`src/hdl/status_bank_pkg.sv`:
```
package status_bank_pkg;
  // Register addresses (7-bit word addresses)
  localparam logic [6:0] ADDR_THERMAL = 7'h42;
  localparam logic [6:0] ADDR_DEVICE  = 7'h43;
  localparam logic [6:0] ADDR_BUS     = 7'h44;
  localparam logic [6:0] ADDR_WAKE    = 7'h46;
  // Reset values
  localparam logic [7:0] RST_THERMAL = 8'h00;
  localparam logic [7:0] RST_DEVICE  = 8'h00;
  localparam logic [7:0] RST_BUS     = 8'h00;
  localparam logic [7:0] RST_WAKE    = 8'h00;
  // Thermal field positions
  localparam int BIT_SEVERE_OT   = 2;
  localparam int BIT_FIRST_OT    = 1;
  localparam int BIT_PREWARN     = 0;
  // Device history field positions
  localparam int BIT_PRIOR_HI    = 7;
  localparam int BIT_PRIOR_LO    = 6;
  localparam int BIT_WDCNT_HI    = 3;
  localparam int BIT_WDCNT_LO    = 2;
  localparam int BIT_BAD_CMD     = 1;
  localparam int BIT_FAIL_OUT    = 0;
  // Bus status field positions
  localparam int BIT_BUS_TIMEOUT = 4;
  localparam int BIT_SEL_WAKE_ERR = 3;
  localparam int BIT_BUS_FAIL_HI = 2;
  localparam int BIT_BUS_FAIL_LO = 1;
  localparam int BIT_BUS_UV      = 0;
  // Wake status field positions
  localparam int BIT_BUS_WAKE    = 5;
  localparam int BIT_TIMER_WAKE  = 4;
  localparam int BIT_IN3_WAKE    = 2;
  localparam int BIT_IN2_WAKE    = 1;
  localparam int BIT_IN1_WAKE    = 0;
  // Prior state codes
  localparam logic [1:0] PRIOR_CLEARED = 2'h0;
  localparam logic [1:0] PRIOR_FAILURE = 2'h1;
  localparam logic [1:0] PRIOR_SLEEP   = 2'h2;
  // Watchdog failure counts
  localparam logic [1:0] WD_CNT_ZERO   = 2'h0;
  localparam logic [1:0] WD_CNT_ONE    = 2'h1;
  localparam logic [1:0] WD_CNT_TWO    = 2'h2;
  // Transceiver fault codes
  localparam logic [1:0] BUS_FAULT_NONE = 2'h0;
  localparam logic [1:0] BUS_FAULT_TSD  = 2'h1;
  localparam logic [1:0] BUS_FAULT_TXD  = 2'h2;
  localparam logic [1:0] BUS_FAULT_BUS  = 2'h3;
  // Dominant timeout and transmitter enable time
  localparam int DOM_TIMEOUT_MS  = 20;
  localparam int DOM_TIMEOUT_CYC = DOM_TIMEOUT_MS * 125000;
  localparam int TX_ENABLE_NS    = 8000;
  localparam int TX_ENABLE_CYC   = (TX_ENABLE_NS + 7) / 8;
  // Protocol error counter limit
  localparam logic [5:0] PROTO_ERR_LIMIT = 6'h20;
  // Watchdog configurations
  localparam logic [2:0] CFG_ZERO = 3'h0;
  localparam logic [2:0] CFG_ONE  = 3'h1;
  localparam logic [2:0] CFG_TWO  = 3'h2;
  localparam logic [2:0] CFG_FOUR = 3'h4;
  // Serial access mode bit
  localparam int CMD_CLEAR_BIT = 7;
  // Transceiver states
  typedef enum logic [1:0] {
    TRX_ACTIVE  = 2'b00,
    TRX_FAULTED = 2'b01,
    TRX_RECOVER = 2'b10
  } trx_state_t;
endpackage : status_bank_pkg

```
`src/hdl/sbc_fault_wake_status_bank.sv`:
```
// Functional notes
// Severe overtemp sets bit 2 and forces fail-safe mode.
// First-level shutdown sets bit 1, prewarning sets bit 0.
// Thermal flags stay set until the host clears them.
// Prior state reads 01 after failure or fail-safe wake, 10 after sleep.
// Sleep from stop or with no wake source counts as failure.
// Sleep attempt with wake flags set records the sleep code.
// Watchdog fail count reaches 01 in config 2, 10 otherwise, never 11.
// Device clears fail count on good trigger or a watchdog stop not caused by a watchdog failure.
// In configs 2 and 4 the count freezes until a good trigger.
// Config 0: first watchdog failure only forces restart, no fail output.
// Invalid serial command sets bad command flag, only host clears it.
// Fail output activation sets the fail output flag.
// Transceiver fault code: 00 none, 01 TSD, 10 TXD, 11 bus dominant.
// Bus undervoltage sets bit 0, disables transmitter, only when mode bit 1.
// TXD timeout ends on TXD high or transmitter wake-capable/off.
// Bus dominant timeout ends on recessive bus or transceiver wake/off.
// After a fault TXD must stay high for enable time before transmit.
// Bus timeout flag sets on bus silence only with selective wake on.
// Bus timeout raises interrupt in stop/normal mode when masked in.
// Clears of bus timeout are ignored until next interrupt falling edge.
// Selective wake error on config error or counter above 32.
// Wake flags: bus 5, timer 4, inputs 2..0, also on fail-safe wake.
// Host reads with command bit 7 low, clears with it high.
// A cleared flag sets again on the next detection of its cause.
module sbc_fault_wake_status_bank
  import status_bank_pkg::*;
#(
  parameter int DOM_CYCLES = DOM_TIMEOUT_CYC
) (
  input  wire logic       sys_clk,
  input  wire logic       arst_n,
  input  wire logic       cmd_valid,
  input  wire logic [7:0] cmd_byte,
  input  wire logic       cmd_invalid,
  input  wire logic       severe_ot_det,
  input  wire logic       first_ot_det,
  input  wire logic       prewarn_det,
  input  wire logic       restart_failure,
  input  wire logic       failsafe_wake,
  input  wire logic       sleep_restart,
  input  wire logic       sleep_req,
  input  wire logic       in_stop_mode,
  input  wire logic       in_normal_mode,
  input  wire logic       any_wake_enabled,
  input  wire logic [2:0] wd_config,
  input  wire logic       wd_miss_event,
  input  wire logic       wd_trigger_ok,
  input  wire logic       wd_stopped,
  input  wire logic       lowpower_by_wd,
  input  wire logic       trx_tsd_det,
  input  wire logic       txd_in,
  input  wire logic       bus_dominant,
  input  wire logic [1:0] trx_mode,
  input  wire logic       bus_supply_low,
  input  wire logic       selective_wake,
  input  wire logic       bus_silence_flag,
  input  wire logic       bus_timeout_irq_mask,
  input  wire logic       int_pin_n,
  input  wire logic       sel_wake_cfg_err,
  input  wire logic [5:0] proto_err_count,
  input  wire logic       bus_wake_det,
  input  wire logic       timer_wake_det,
  input  wire logic [2:0] input_wake_det,
  output logic [7:0]      rd_data,
  output logic            failsafe_req,
  output logic            restart_req,
  output logic            fail_output_pin,
  output logic            tx_enable,
  output logic            bus_timeout_irq,
  output logic            sel_wake_blocked
);

  logic [2:0] thermal_flags;
  logic [1:0] prior_state_code;
  logic [1:0] watchdog_fail_count;
  logic       bad_cmd_flag;
  logic       fail_output_flag;
  logic       bus_timeout_flag;
  logic       selective_wake_sys_error;
  logic [1:0] bus_fault_code;
  logic       bus_supply_undervolt_flag;
  logic [4:0] wake_flags;
  logic       wd_frozen;
  logic       int_pin_q;
  logic       timeout_armed;
  logic [31:0] txd_dom_cnt;
  logic [31:0] bus_dom_cnt;
  logic [31:0] tx_en_cnt;
  trx_state_t trx_state;

  logic [6:0] cmd_addr;
  logic       clr_cmd;
  logic       rd_cmd;
  logic       trx_active;
  logic       uv_cmp_on;
  logic       txd_to_hit;
  logic       bus_to_hit;
  logic       wdog_alarm;
  logic       int_fall;
  logic       sleep_fault;

  // Command decode
  function automatic logic clr_hit(input logic [6:0] target);
    return clr_cmd && (cmd_addr == target);
  endfunction

  assign cmd_addr    = cmd_byte[6:0];
  assign clr_cmd     = cmd_valid && cmd_byte[CMD_CLEAR_BIT];
  assign rd_cmd      = cmd_valid && !cmd_byte[CMD_CLEAR_BIT];
  assign trx_active  = trx_mode[1];
  assign uv_cmp_on   = trx_mode[1];
  assign int_fall    = int_pin_q && !int_pin_n;
  assign sleep_fault = sleep_req && (in_stop_mode || !any_wake_enabled);
  assign txd_to_hit  = txd_dom_cnt >= 32'(DOM_CYCLES);
  assign bus_to_hit  = bus_dom_cnt >= 32'(DOM_CYCLES);
  assign wdog_alarm  = wd_miss_event && !(wd_config == CFG_ZERO &&
                       watchdog_fail_count == WD_CNT_ZERO);

  // Thermal flags, set wins over clear
  always_ff @(posedge sys_clk or negedge arst_n) begin
    if (!arst_n) begin
      thermal_flags <= RST_THERMAL[2:0];
    end else begin
      if (clr_hit(ADDR_THERMAL)) begin
        thermal_flags <= 3'h0;
      end
      if (severe_ot_det || first_ot_det || prewarn_det) begin
        thermal_flags <= (clr_hit(ADDR_THERMAL) ? 3'h0 : thermal_flags) |
                         {severe_ot_det, first_ot_det, prewarn_det};
      end
    end
  end

  // Prior state code
  always_ff @(posedge sys_clk or negedge arst_n) begin
    if (!arst_n) begin
      prior_state_code <= RST_DEVICE[7:6];
    end else if (restart_failure || failsafe_wake || sleep_fault) begin
      prior_state_code <= PRIOR_FAILURE;
    end else if (sleep_restart || (sleep_req && wake_flags != 5'h00)) begin
      prior_state_code <= PRIOR_SLEEP;
    end else if (clr_hit(ADDR_DEVICE)) begin
      prior_state_code <= PRIOR_CLEARED;
    end
  end

  // Watchdog failure counter, device-cleared only
  always_ff @(posedge sys_clk or negedge arst_n) begin
    if (!arst_n) begin
      watchdog_fail_count <= RST_DEVICE[3:2];
      wd_frozen           <= 1'b0;
    end else if (wd_trigger_ok) begin
      watchdog_fail_count <= WD_CNT_ZERO;
      wd_frozen           <= 1'b0;
    end else if (wd_stopped && !lowpower_by_wd) begin
      watchdog_fail_count <= WD_CNT_ZERO;
      wd_frozen           <= 1'b0;
    end else if (wd_miss_event && !wd_frozen) begin
      if (wd_config == CFG_TWO) begin
        watchdog_fail_count <= WD_CNT_ONE;
      end else if (watchdog_fail_count != WD_CNT_TWO) begin
        watchdog_fail_count <= watchdog_fail_count + 2'h1;
      end
      wd_frozen <= (wd_config == CFG_TWO) ||
                   (wd_config == CFG_FOUR && watchdog_fail_count == WD_CNT_ONE);
    end
  end

  // Bad command and fail output flags
  always_ff @(posedge sys_clk or negedge arst_n) begin
    if (!arst_n) begin
      bad_cmd_flag     <= RST_DEVICE[1];
      fail_output_flag <= RST_DEVICE[0];
    end else begin
      bad_cmd_flag     <= cmd_invalid || (bad_cmd_flag && !clr_hit(ADDR_DEVICE));
      fail_output_flag <= wdog_alarm || severe_ot_det ||
                          (fail_output_flag && !clr_hit(ADDR_DEVICE));
    end
  end

  // Fail output pin and mode requests
  always_ff @(posedge sys_clk or negedge arst_n) begin
    if (!arst_n) begin
      fail_output_pin <= 1'b0;
      failsafe_req    <= 1'b0;
      restart_req     <= 1'b0;
    end else begin
      fail_output_pin <= fail_output_pin || wdog_alarm || severe_ot_det;
      failsafe_req    <= severe_ot_det;
      restart_req     <= wd_miss_event;
    end
  end

  // Dominant time-out counters
  always_ff @(posedge sys_clk or negedge arst_n) begin
    if (!arst_n) begin
      txd_dom_cnt <= 32'h0;
      bus_dom_cnt <= 32'h0;
    end else begin
      if (txd_in || !trx_active) begin
        txd_dom_cnt <= 32'h0;
      end else if (!txd_to_hit) begin
        txd_dom_cnt <= txd_dom_cnt + 32'h1;
      end
      if (!bus_dominant || !trx_active) begin
        bus_dom_cnt <= 32'h0;
      end else if (!bus_to_hit) begin
        bus_dom_cnt <= bus_dom_cnt + 32'h1;
      end
    end
  end

  // Transmitter enable sequencing
  always_ff @(posedge sys_clk or negedge arst_n) begin
    if (!arst_n) begin
      trx_state <= TRX_ACTIVE;
      tx_en_cnt <= 32'h0;
      tx_enable <= 1'b0;
    end else begin
      unique case (trx_state)
        TRX_ACTIVE: begin
          tx_enable <= trx_active && !(uv_cmp_on && bus_supply_low);
          if (trx_tsd_det || txd_to_hit || bus_to_hit) begin
            trx_state <= TRX_FAULTED;
            tx_enable <= 1'b0;
          end
        end
        TRX_FAULTED: begin
          tx_enable <= 1'b0;
          tx_en_cnt <= 32'h0;
          if (!trx_tsd_det && !txd_to_hit && !bus_to_hit) begin
            trx_state <= TRX_RECOVER;
          end
        end
        TRX_RECOVER: begin
          tx_enable <= 1'b0;
          if (trx_tsd_det || !txd_in) begin
            tx_en_cnt <= 32'h0;
          end else if (tx_en_cnt >= 32'(TX_ENABLE_CYC - 1)) begin
            trx_state <= TRX_ACTIVE;
          end else begin
            tx_en_cnt <= tx_en_cnt + 32'h1;
          end
        end
        default: trx_state <= TRX_ACTIVE;
      endcase
    end
  end

  // Bus status flags
  always_ff @(posedge sys_clk or negedge arst_n) begin
    if (!arst_n) begin
      bus_fault_code            <= RST_BUS[2:1];
      bus_supply_undervolt_flag <= RST_BUS[0];
      selective_wake_sys_error  <= RST_BUS[3];
    end else begin
      if (trx_tsd_det) begin
        bus_fault_code <= BUS_FAULT_TSD;
      end else if (bus_to_hit) begin
        bus_fault_code <= BUS_FAULT_BUS;
      end else if (txd_to_hit) begin
        bus_fault_code <= BUS_FAULT_TXD;
      end else if (clr_hit(ADDR_BUS)) begin
        bus_fault_code <= BUS_FAULT_NONE;
      end
      bus_supply_undervolt_flag <= (uv_cmp_on && bus_supply_low) ||
        (bus_supply_undervolt_flag && !clr_hit(ADDR_BUS));
      if (selective_wake) begin
        selective_wake_sys_error <= sel_wake_cfg_err ||
          (proto_err_count > PROTO_ERR_LIMIT) ||
          (selective_wake_sys_error && !clr_hit(ADDR_BUS));
      end else if (clr_hit(ADDR_BUS)) begin
        selective_wake_sys_error <= 1'b0;
      end
    end
  end

  // Bus timeout flag with clear lockout until interrupt falls
  always_ff @(posedge sys_clk or negedge arst_n) begin
    if (!arst_n) begin
      bus_timeout_flag <= RST_BUS[4];
      timeout_armed    <= 1'b0;
      int_pin_q        <= 1'b1;
      bus_timeout_irq  <= 1'b0;
    end else begin
      int_pin_q <= int_pin_n;
      if (selective_wake && bus_silence_flag && !bus_timeout_flag) begin
        bus_timeout_flag <= 1'b1;
        timeout_armed    <= 1'b0;
        bus_timeout_irq  <= bus_timeout_irq_mask &&
                            (in_stop_mode || in_normal_mode);
      end else begin
        bus_timeout_irq <= 1'b0;
        if (int_fall) begin
          timeout_armed <= 1'b1;
        end
        if (clr_hit(ADDR_BUS) && (timeout_armed || int_fall)) begin
          bus_timeout_flag <= 1'b0;
        end
      end
    end
  end

  // Wake source flags
  always_ff @(posedge sys_clk or negedge arst_n) begin
    if (!arst_n) begin
      wake_flags <= {RST_WAKE[5:4], RST_WAKE[2:0]};
    end else begin
      wake_flags <= {bus_wake_det, timer_wake_det, input_wake_det} |
        (clr_hit(ADDR_WAKE) ? 5'h00 : wake_flags);
    end
  end

  // Read data register
  always_ff @(posedge sys_clk or negedge arst_n) begin
    if (!arst_n) begin
      rd_data          <= 8'h00;
      sel_wake_blocked <= 1'b0;
    end else begin
      sel_wake_blocked <= selective_wake_sys_error;
      if (rd_cmd || clr_cmd) begin
        unique case (cmd_addr)
          ADDR_THERMAL: rd_data <= {5'h00, thermal_flags};
          ADDR_DEVICE:  rd_data <= {prior_state_code, 2'h0, watchdog_fail_count,
                                    bad_cmd_flag, fail_output_flag};
          ADDR_BUS:     rd_data <= {3'h0, bus_timeout_flag, selective_wake_sys_error,
                                    bus_fault_code, bus_supply_undervolt_flag};
          ADDR_WAKE:    rd_data <= {2'h0, wake_flags[4:3], 1'b0, wake_flags[2:0]};
          default:      rd_data <= 8'h00;
        endcase
      end
    end
  end

  // Checks
  AST_SEVERE_FAILSAFE: assert property (@(posedge sys_clk) disable iff (!arst_n)
    severe_ot_det |=> failsafe_req && thermal_flags[2]) else $error("no failsafe");
  AST_THERMAL_STICKY: assert property (@(posedge sys_clk) disable iff (!arst_n)
    thermal_flags[1] && !clr_hit(ADDR_THERMAL) |=> thermal_flags[1])
    else $error("thermal flag lost");
  AST_PRIOR_FAIL: assert property (@(posedge sys_clk) disable iff (!arst_n)
    restart_failure |=> prior_state_code == PRIOR_FAILURE) else $error("prior code lost");
  AST_WD_NEVER_THREE: assert property (@(posedge sys_clk) disable iff (!arst_n)
    watchdog_fail_count != 2'h3) else $error("wd count 11");
  AST_WD_CLEAR: assert property (@(posedge sys_clk) disable iff (!arst_n)
    wd_trigger_ok |=> watchdog_fail_count == WD_CNT_ZERO) else $error("wd not cleared");
  AST_CFG0_NO_FAIL_OUT: assert property (@(posedge sys_clk) disable iff (!arst_n)
    wd_config == CFG_ZERO && watchdog_fail_count == WD_CNT_ZERO && wd_miss_event &&
    !severe_ot_det && !fail_output_flag |=> !fail_output_flag)
    else $error("cfg0 set fail flag");
  AST_BAD_CMD: assert property (@(posedge sys_clk) disable iff (!arst_n)
    cmd_invalid |=> bad_cmd_flag) else $error("bad cmd not set");
  AST_UV_GATED: assert property (@(posedge sys_clk) disable iff (!arst_n)
    !bus_supply_undervolt_flag && !uv_cmp_on |=> !bus_supply_undervolt_flag)
    else $error("uv set while comparator off");
  AST_UV_TX_OFF: assert property (@(posedge sys_clk) disable iff (!arst_n)
    uv_cmp_on && bus_supply_low |=> !tx_enable) else $error("tx on in undervoltage");
  AST_TIMEOUT_SET: assert property (@(posedge sys_clk) disable iff (!arst_n)
    selective_wake && bus_silence_flag && !bus_timeout_flag |=> bus_timeout_flag)
    else $error("timeout flag not set");
  AST_TIMEOUT_HOLD: assert property (@(posedge sys_clk) disable iff (!arst_n)
    bus_timeout_flag && !timeout_armed && !int_fall |=> bus_timeout_flag)
    else $error("timeout cleared early");
  AST_TRX_OFF_END: assert property (@(posedge sys_clk) disable iff (!arst_n)
    !trx_active |=> txd_dom_cnt == 32'h0 && bus_dom_cnt == 32'h0)
    else $error("dominant timer kept running");
  AST_WAKE_SET: assert property (@(posedge sys_clk) disable iff (!arst_n)
    bus_wake_det |=> wake_flags[4]) else $error("bus wake lost");

endmodule : sbc_fault_wake_status_bank

```
`config.mk`:
```
export PLATFORM = sky130hd
export DESIGN_NAME = sbc_fault_wake_status_bank
export DESIGN_NICKNAME = d
export VERILOG_FILES = /design/src/hdl/status_bank_pkg.sv /design/src/hdl/sbc_fault_wake_status_bank.sv
export SDC_FILE = /design/constraint.sdc
export NUM_CORES = 1
export LEC_CHECK = 0
export ABC_CLOCK_PERIOD_IN_PS = 4430
export BUFFER_PORTS_ARGS = -buffer_cell sky130_fd_sc_hd__clkbuf_2
export CAP_MARGIN = 25
export CORE_ASPECT_RATIO = 2
export CORE_MARGIN = 2
export CORE_UTILIZATION = 45
export DETAILED_ROUTE_END_ITERATION = 16
export PLACE_DENSITY = 0.68
export SYNTH_ARGS = -nofsm -noshare
export SYNTH_HDL_FRONTEND = slang
export SYNTH_SLANG_ARGS = --single-unit
export TNS_END_PERCENT = 5
```
`constraint.sdc`:
```
create_clock -name sys_clk -period 4.43 [get_ports sys_clk]
set_input_delay 0.443 -clock sys_clk [delete_from_list [all_inputs] [get_ports sys_clk]]
set_output_delay 0.443 -clock sys_clk [all_outputs]
set_load 0.005 [all_outputs]
```
==> out/metrics.cfg <==
[detailed_routing]
vias_per_cell = 5.59
routed_wl_um = 13000
vias = 4649
drt-pass1-iter-count = 5
drc = 0
wl_per_cell_um = 15.6
ant_nets = 0
drtIter0Drc = 217

[place]
dp_hpwl_um = 9350
place_congestion = 0.793
dp_cells = 801
portBuffers = 63
dp_worst_setup_slack_ns = 1.49

[final_layout]
final_cells = 832
area_growth_pct = 17.6
diodes = 0
nets = 731
final_layout_size_suffix_gt1_share_pct = 16.0

[sta]
setup_viol = 0
setup_tns_ns = 0
worstMarginPinSlew_ns = 1.03
fin_crit_ns = 2.96
fin_ws_ns = 1.47
max_freq_ghz = 0.337
slew_headroom_pct = 30.5
rsz0062_at_grt = no
min_period_over_period_pct = 66.9
clock_skew_ns = 0.00801
drv_slew = 0
final_hold_viol_count = 0

[synthesis]
synth_edf_count = 0
syn_inst = 598
yosysWarnings = 0
syn-cell-area_sq_um = 6170
synth_fp_nets = 663
synth_top_cells_by_area = dfrtp_1 (54%), nor2_1 (3.1%), nand2_1 (2.9%)
avgSynthCellArea_sq_um = 10.3
synth_top_cell_by_area = dfrtp_1
ys_types = 56
synthFlopType = dfrtp_1
synthArstFlopShare_pct = 100
ys_seq_elements = 134
yosys.area.top_type_share_pct = 53.9
synth_seq_area_share_pct = 54.3

[cts]
h-tree-depth = 4
clkSlewWorstSetupHoldPaths_ns = 0.06
cts-resized-gates = 0
cts_tree = yes
hold_buffers = 0
clk_latency_ns = 0.41
cts_buffers = 17
postCtsSetupBuffers = 0
cts_buffer_depth = 2
clkSinkCount = 134
cts-root-buf = clkbuf_16

[floorplan]
rows = 60
die_w_um = 86.8
die_area_sq_um = 14700
ios = 65
start_util_pct = 45.9
die_y_um = 170
core_sq_um = 13400

[setup_path]
cp_data_required_time_ns = 4.74
cp_max_fo = 11
end_kind = register
critical_path_class = reg -> reg
start_kind = register
worstPathArrival_ns = 3.28

[grt]
grt_max_degree = 80
antenna_found_initial = 0
grt_overflow_total = 0
grt_pass1_vias = 4798
grt_pass1_wl_um = 21900
gr-usage-all-layers_pct = 18.8

[power_and_ir_drop]
power.density_nw_per_um2 = 414
comb_power_share_pct = 11.0
netSwitchingFraction_pct = 25.3
power_frac_clock_pct = 46.9
seqPwrFrac_pct = 42.1
p_leak_uw = 0.00324
p_int_uw = 2240
ir_drop_mv = 0.376
p_sw_uw = 761

[flow_run]
cap_violations = 0

[hold_path]
hold_path_class = in -> async

[outcome]
outcome = complete, no violations

[logic make-up (layout without fill, tap and decap cells)]
| logic type | after synthesis | count (layout) | synth area share, % |
|---|---|---|---|
| flip-flops | 134 | 134 | 54.3 |
| AO/OA/AOI/OAI | 106 | 106 | 11.5 |
| buffers and inverters | 46 | 125 | 2.84 |
| XOR/XNOR | 27 | 27 | 3.83 |
| adder cells (fa/ha/maj) | 14 | 14 | 2.84 |
| AND/OR/NAND/NOR | 258 | 258 | 22.5 |
| multiplexers | 13 | 13 | 2.15 |
[Yosys cell counts, types with 3 or more instances]
| cell type | n |
|---|---|
| a211oi_1 | 3 |
| a21o_1 | 11 |
| a21oi_1 | 31 |
| a31oi_1 | 4 |
| and2_1 | 12 |
| and3_1 | 17 |
| and4_1 | 5 |
| clkbuf_1 | 16 |
| dfrtp_1 | 133 |
| ha_1 | 14 |
| inv_1 | 28 |
| mux2i_1 | 11 |
| nand2_1 | 48 |
| nand2b_1 | 6 |
| nand3_1 | 21 |
| nand4_1 | 15 |
| nor2_1 | 51 |
| nor2b_1 | 26 |
| nor3_1 | 12 |
| nor4_1 | 9 |
| o2111ai_1 | 3 |
| o211ai_1 | 3 |
| o21ai_0 | 21 |
| o22a_1 | 4 |
| o22ai_1 | 5 |
| o31ai_1 | 6 |
| or2_2 | 3 |
| or3_1 | 12 |
| or4_1 | 10 |
| xnor2_1 | 11 |
| xor2_1 | 16 |
[state kept, by name, summed over array words and instances (netlist names), 2 cells and up]
name,cells
bus_dom_cnt,32
tx_en_cnt,32
txd_dom_cnt,32
rd_data,8
wake_flags,5
thermal_flags,3
bus_fault_code,2
prior_state_code,2
trx_state,2
watchdog_fail_count,2
[per-stage QoR]
stage,util (%),hold slack [ns],power [uW],instance area [sq um]
after global placement,49.4,0.398,1600,6640
after global routing,54.0,0.0816,3130,7260
final,54.0,0.0713,3000,7260
after CTS,53.8,0.122,3030,7230
after detailed placement,49.4,0.411,1620,6640
after floorplan,-,0.147,1490,6170
[per-layer routing]
metal / global-route usage (%) / wire, um
met5: 0 / 0
met4: 6.73 / 260
met1: 20.3 / 5100
met3: 4.91 / 380
met2: 34.3 / 7240
[worst paths after layout]
kind	start	endpoint	slack, ns	cells past startpoint
worst max-delay path	txd_dom_cnt[24]	txd_dom_cnt[13]	1.47	5
worst min-delay path	arst_n	txd_dom_cnt[11]	0.07	2
worst max register to register	txd_dom_cnt[24]	txd_dom_cnt[13]	1.47	5
worst min register to register	selective_wake_sys_error	sel_wake_blocked	0.41	0
max in group asynchronous	arst_n	tx_en_cnt[21]	3.98	2
min in group sys_clk	int_pin_n	int_pin_q	0.13	1
[layout by cell type, fill, tap and decap left out, types with 16 or more instances in the layout]
cell and instances:
nor2_1 51, xor2_1 16, and3_1 17, nand2_1 48, o21ai_0 21, dfrtp_1 133, inv_1 28, clkbuf_16 17
nand3_1 21, nor2b_1 26, clkbuf_2 62, a21oi_1 31
[worst max-delay path, stage by stage (launching register included)]
cell and delay, ns:
dfrtp_1 0.37, or4_1 0.55, nor4_2 0.86, nand4_1 0.47, or3_1 0.45, a21oi_1 0.17
[layout make-up]
class | count | area, sq um
Multi-Input combinational cell | 418 | 2640
Fill cell | 1152 | 6180
Timing Repair Buffer | 67 | 368
Tap cell | 155 | 194
Clock inverter | 11 | 153
Inverter | 28 | 105
Clock buffer | 19 | 443
Sequential cell | 134 | 3350
[power by group through the flow]
stage / Clock (uW) / Combinational, uW / Sequential, uW
floorplan: 0 / 207 / 1280
global placement: 0 / 316 / 1280
detailed placement: 0 / 332 / 1290
CTS: 1440 / 334 / 1260
global route: 1490 / 371 / 1270
finish: 1410 / 330 / 1260
Note: power is estimated with default switching activity, not from simulation.
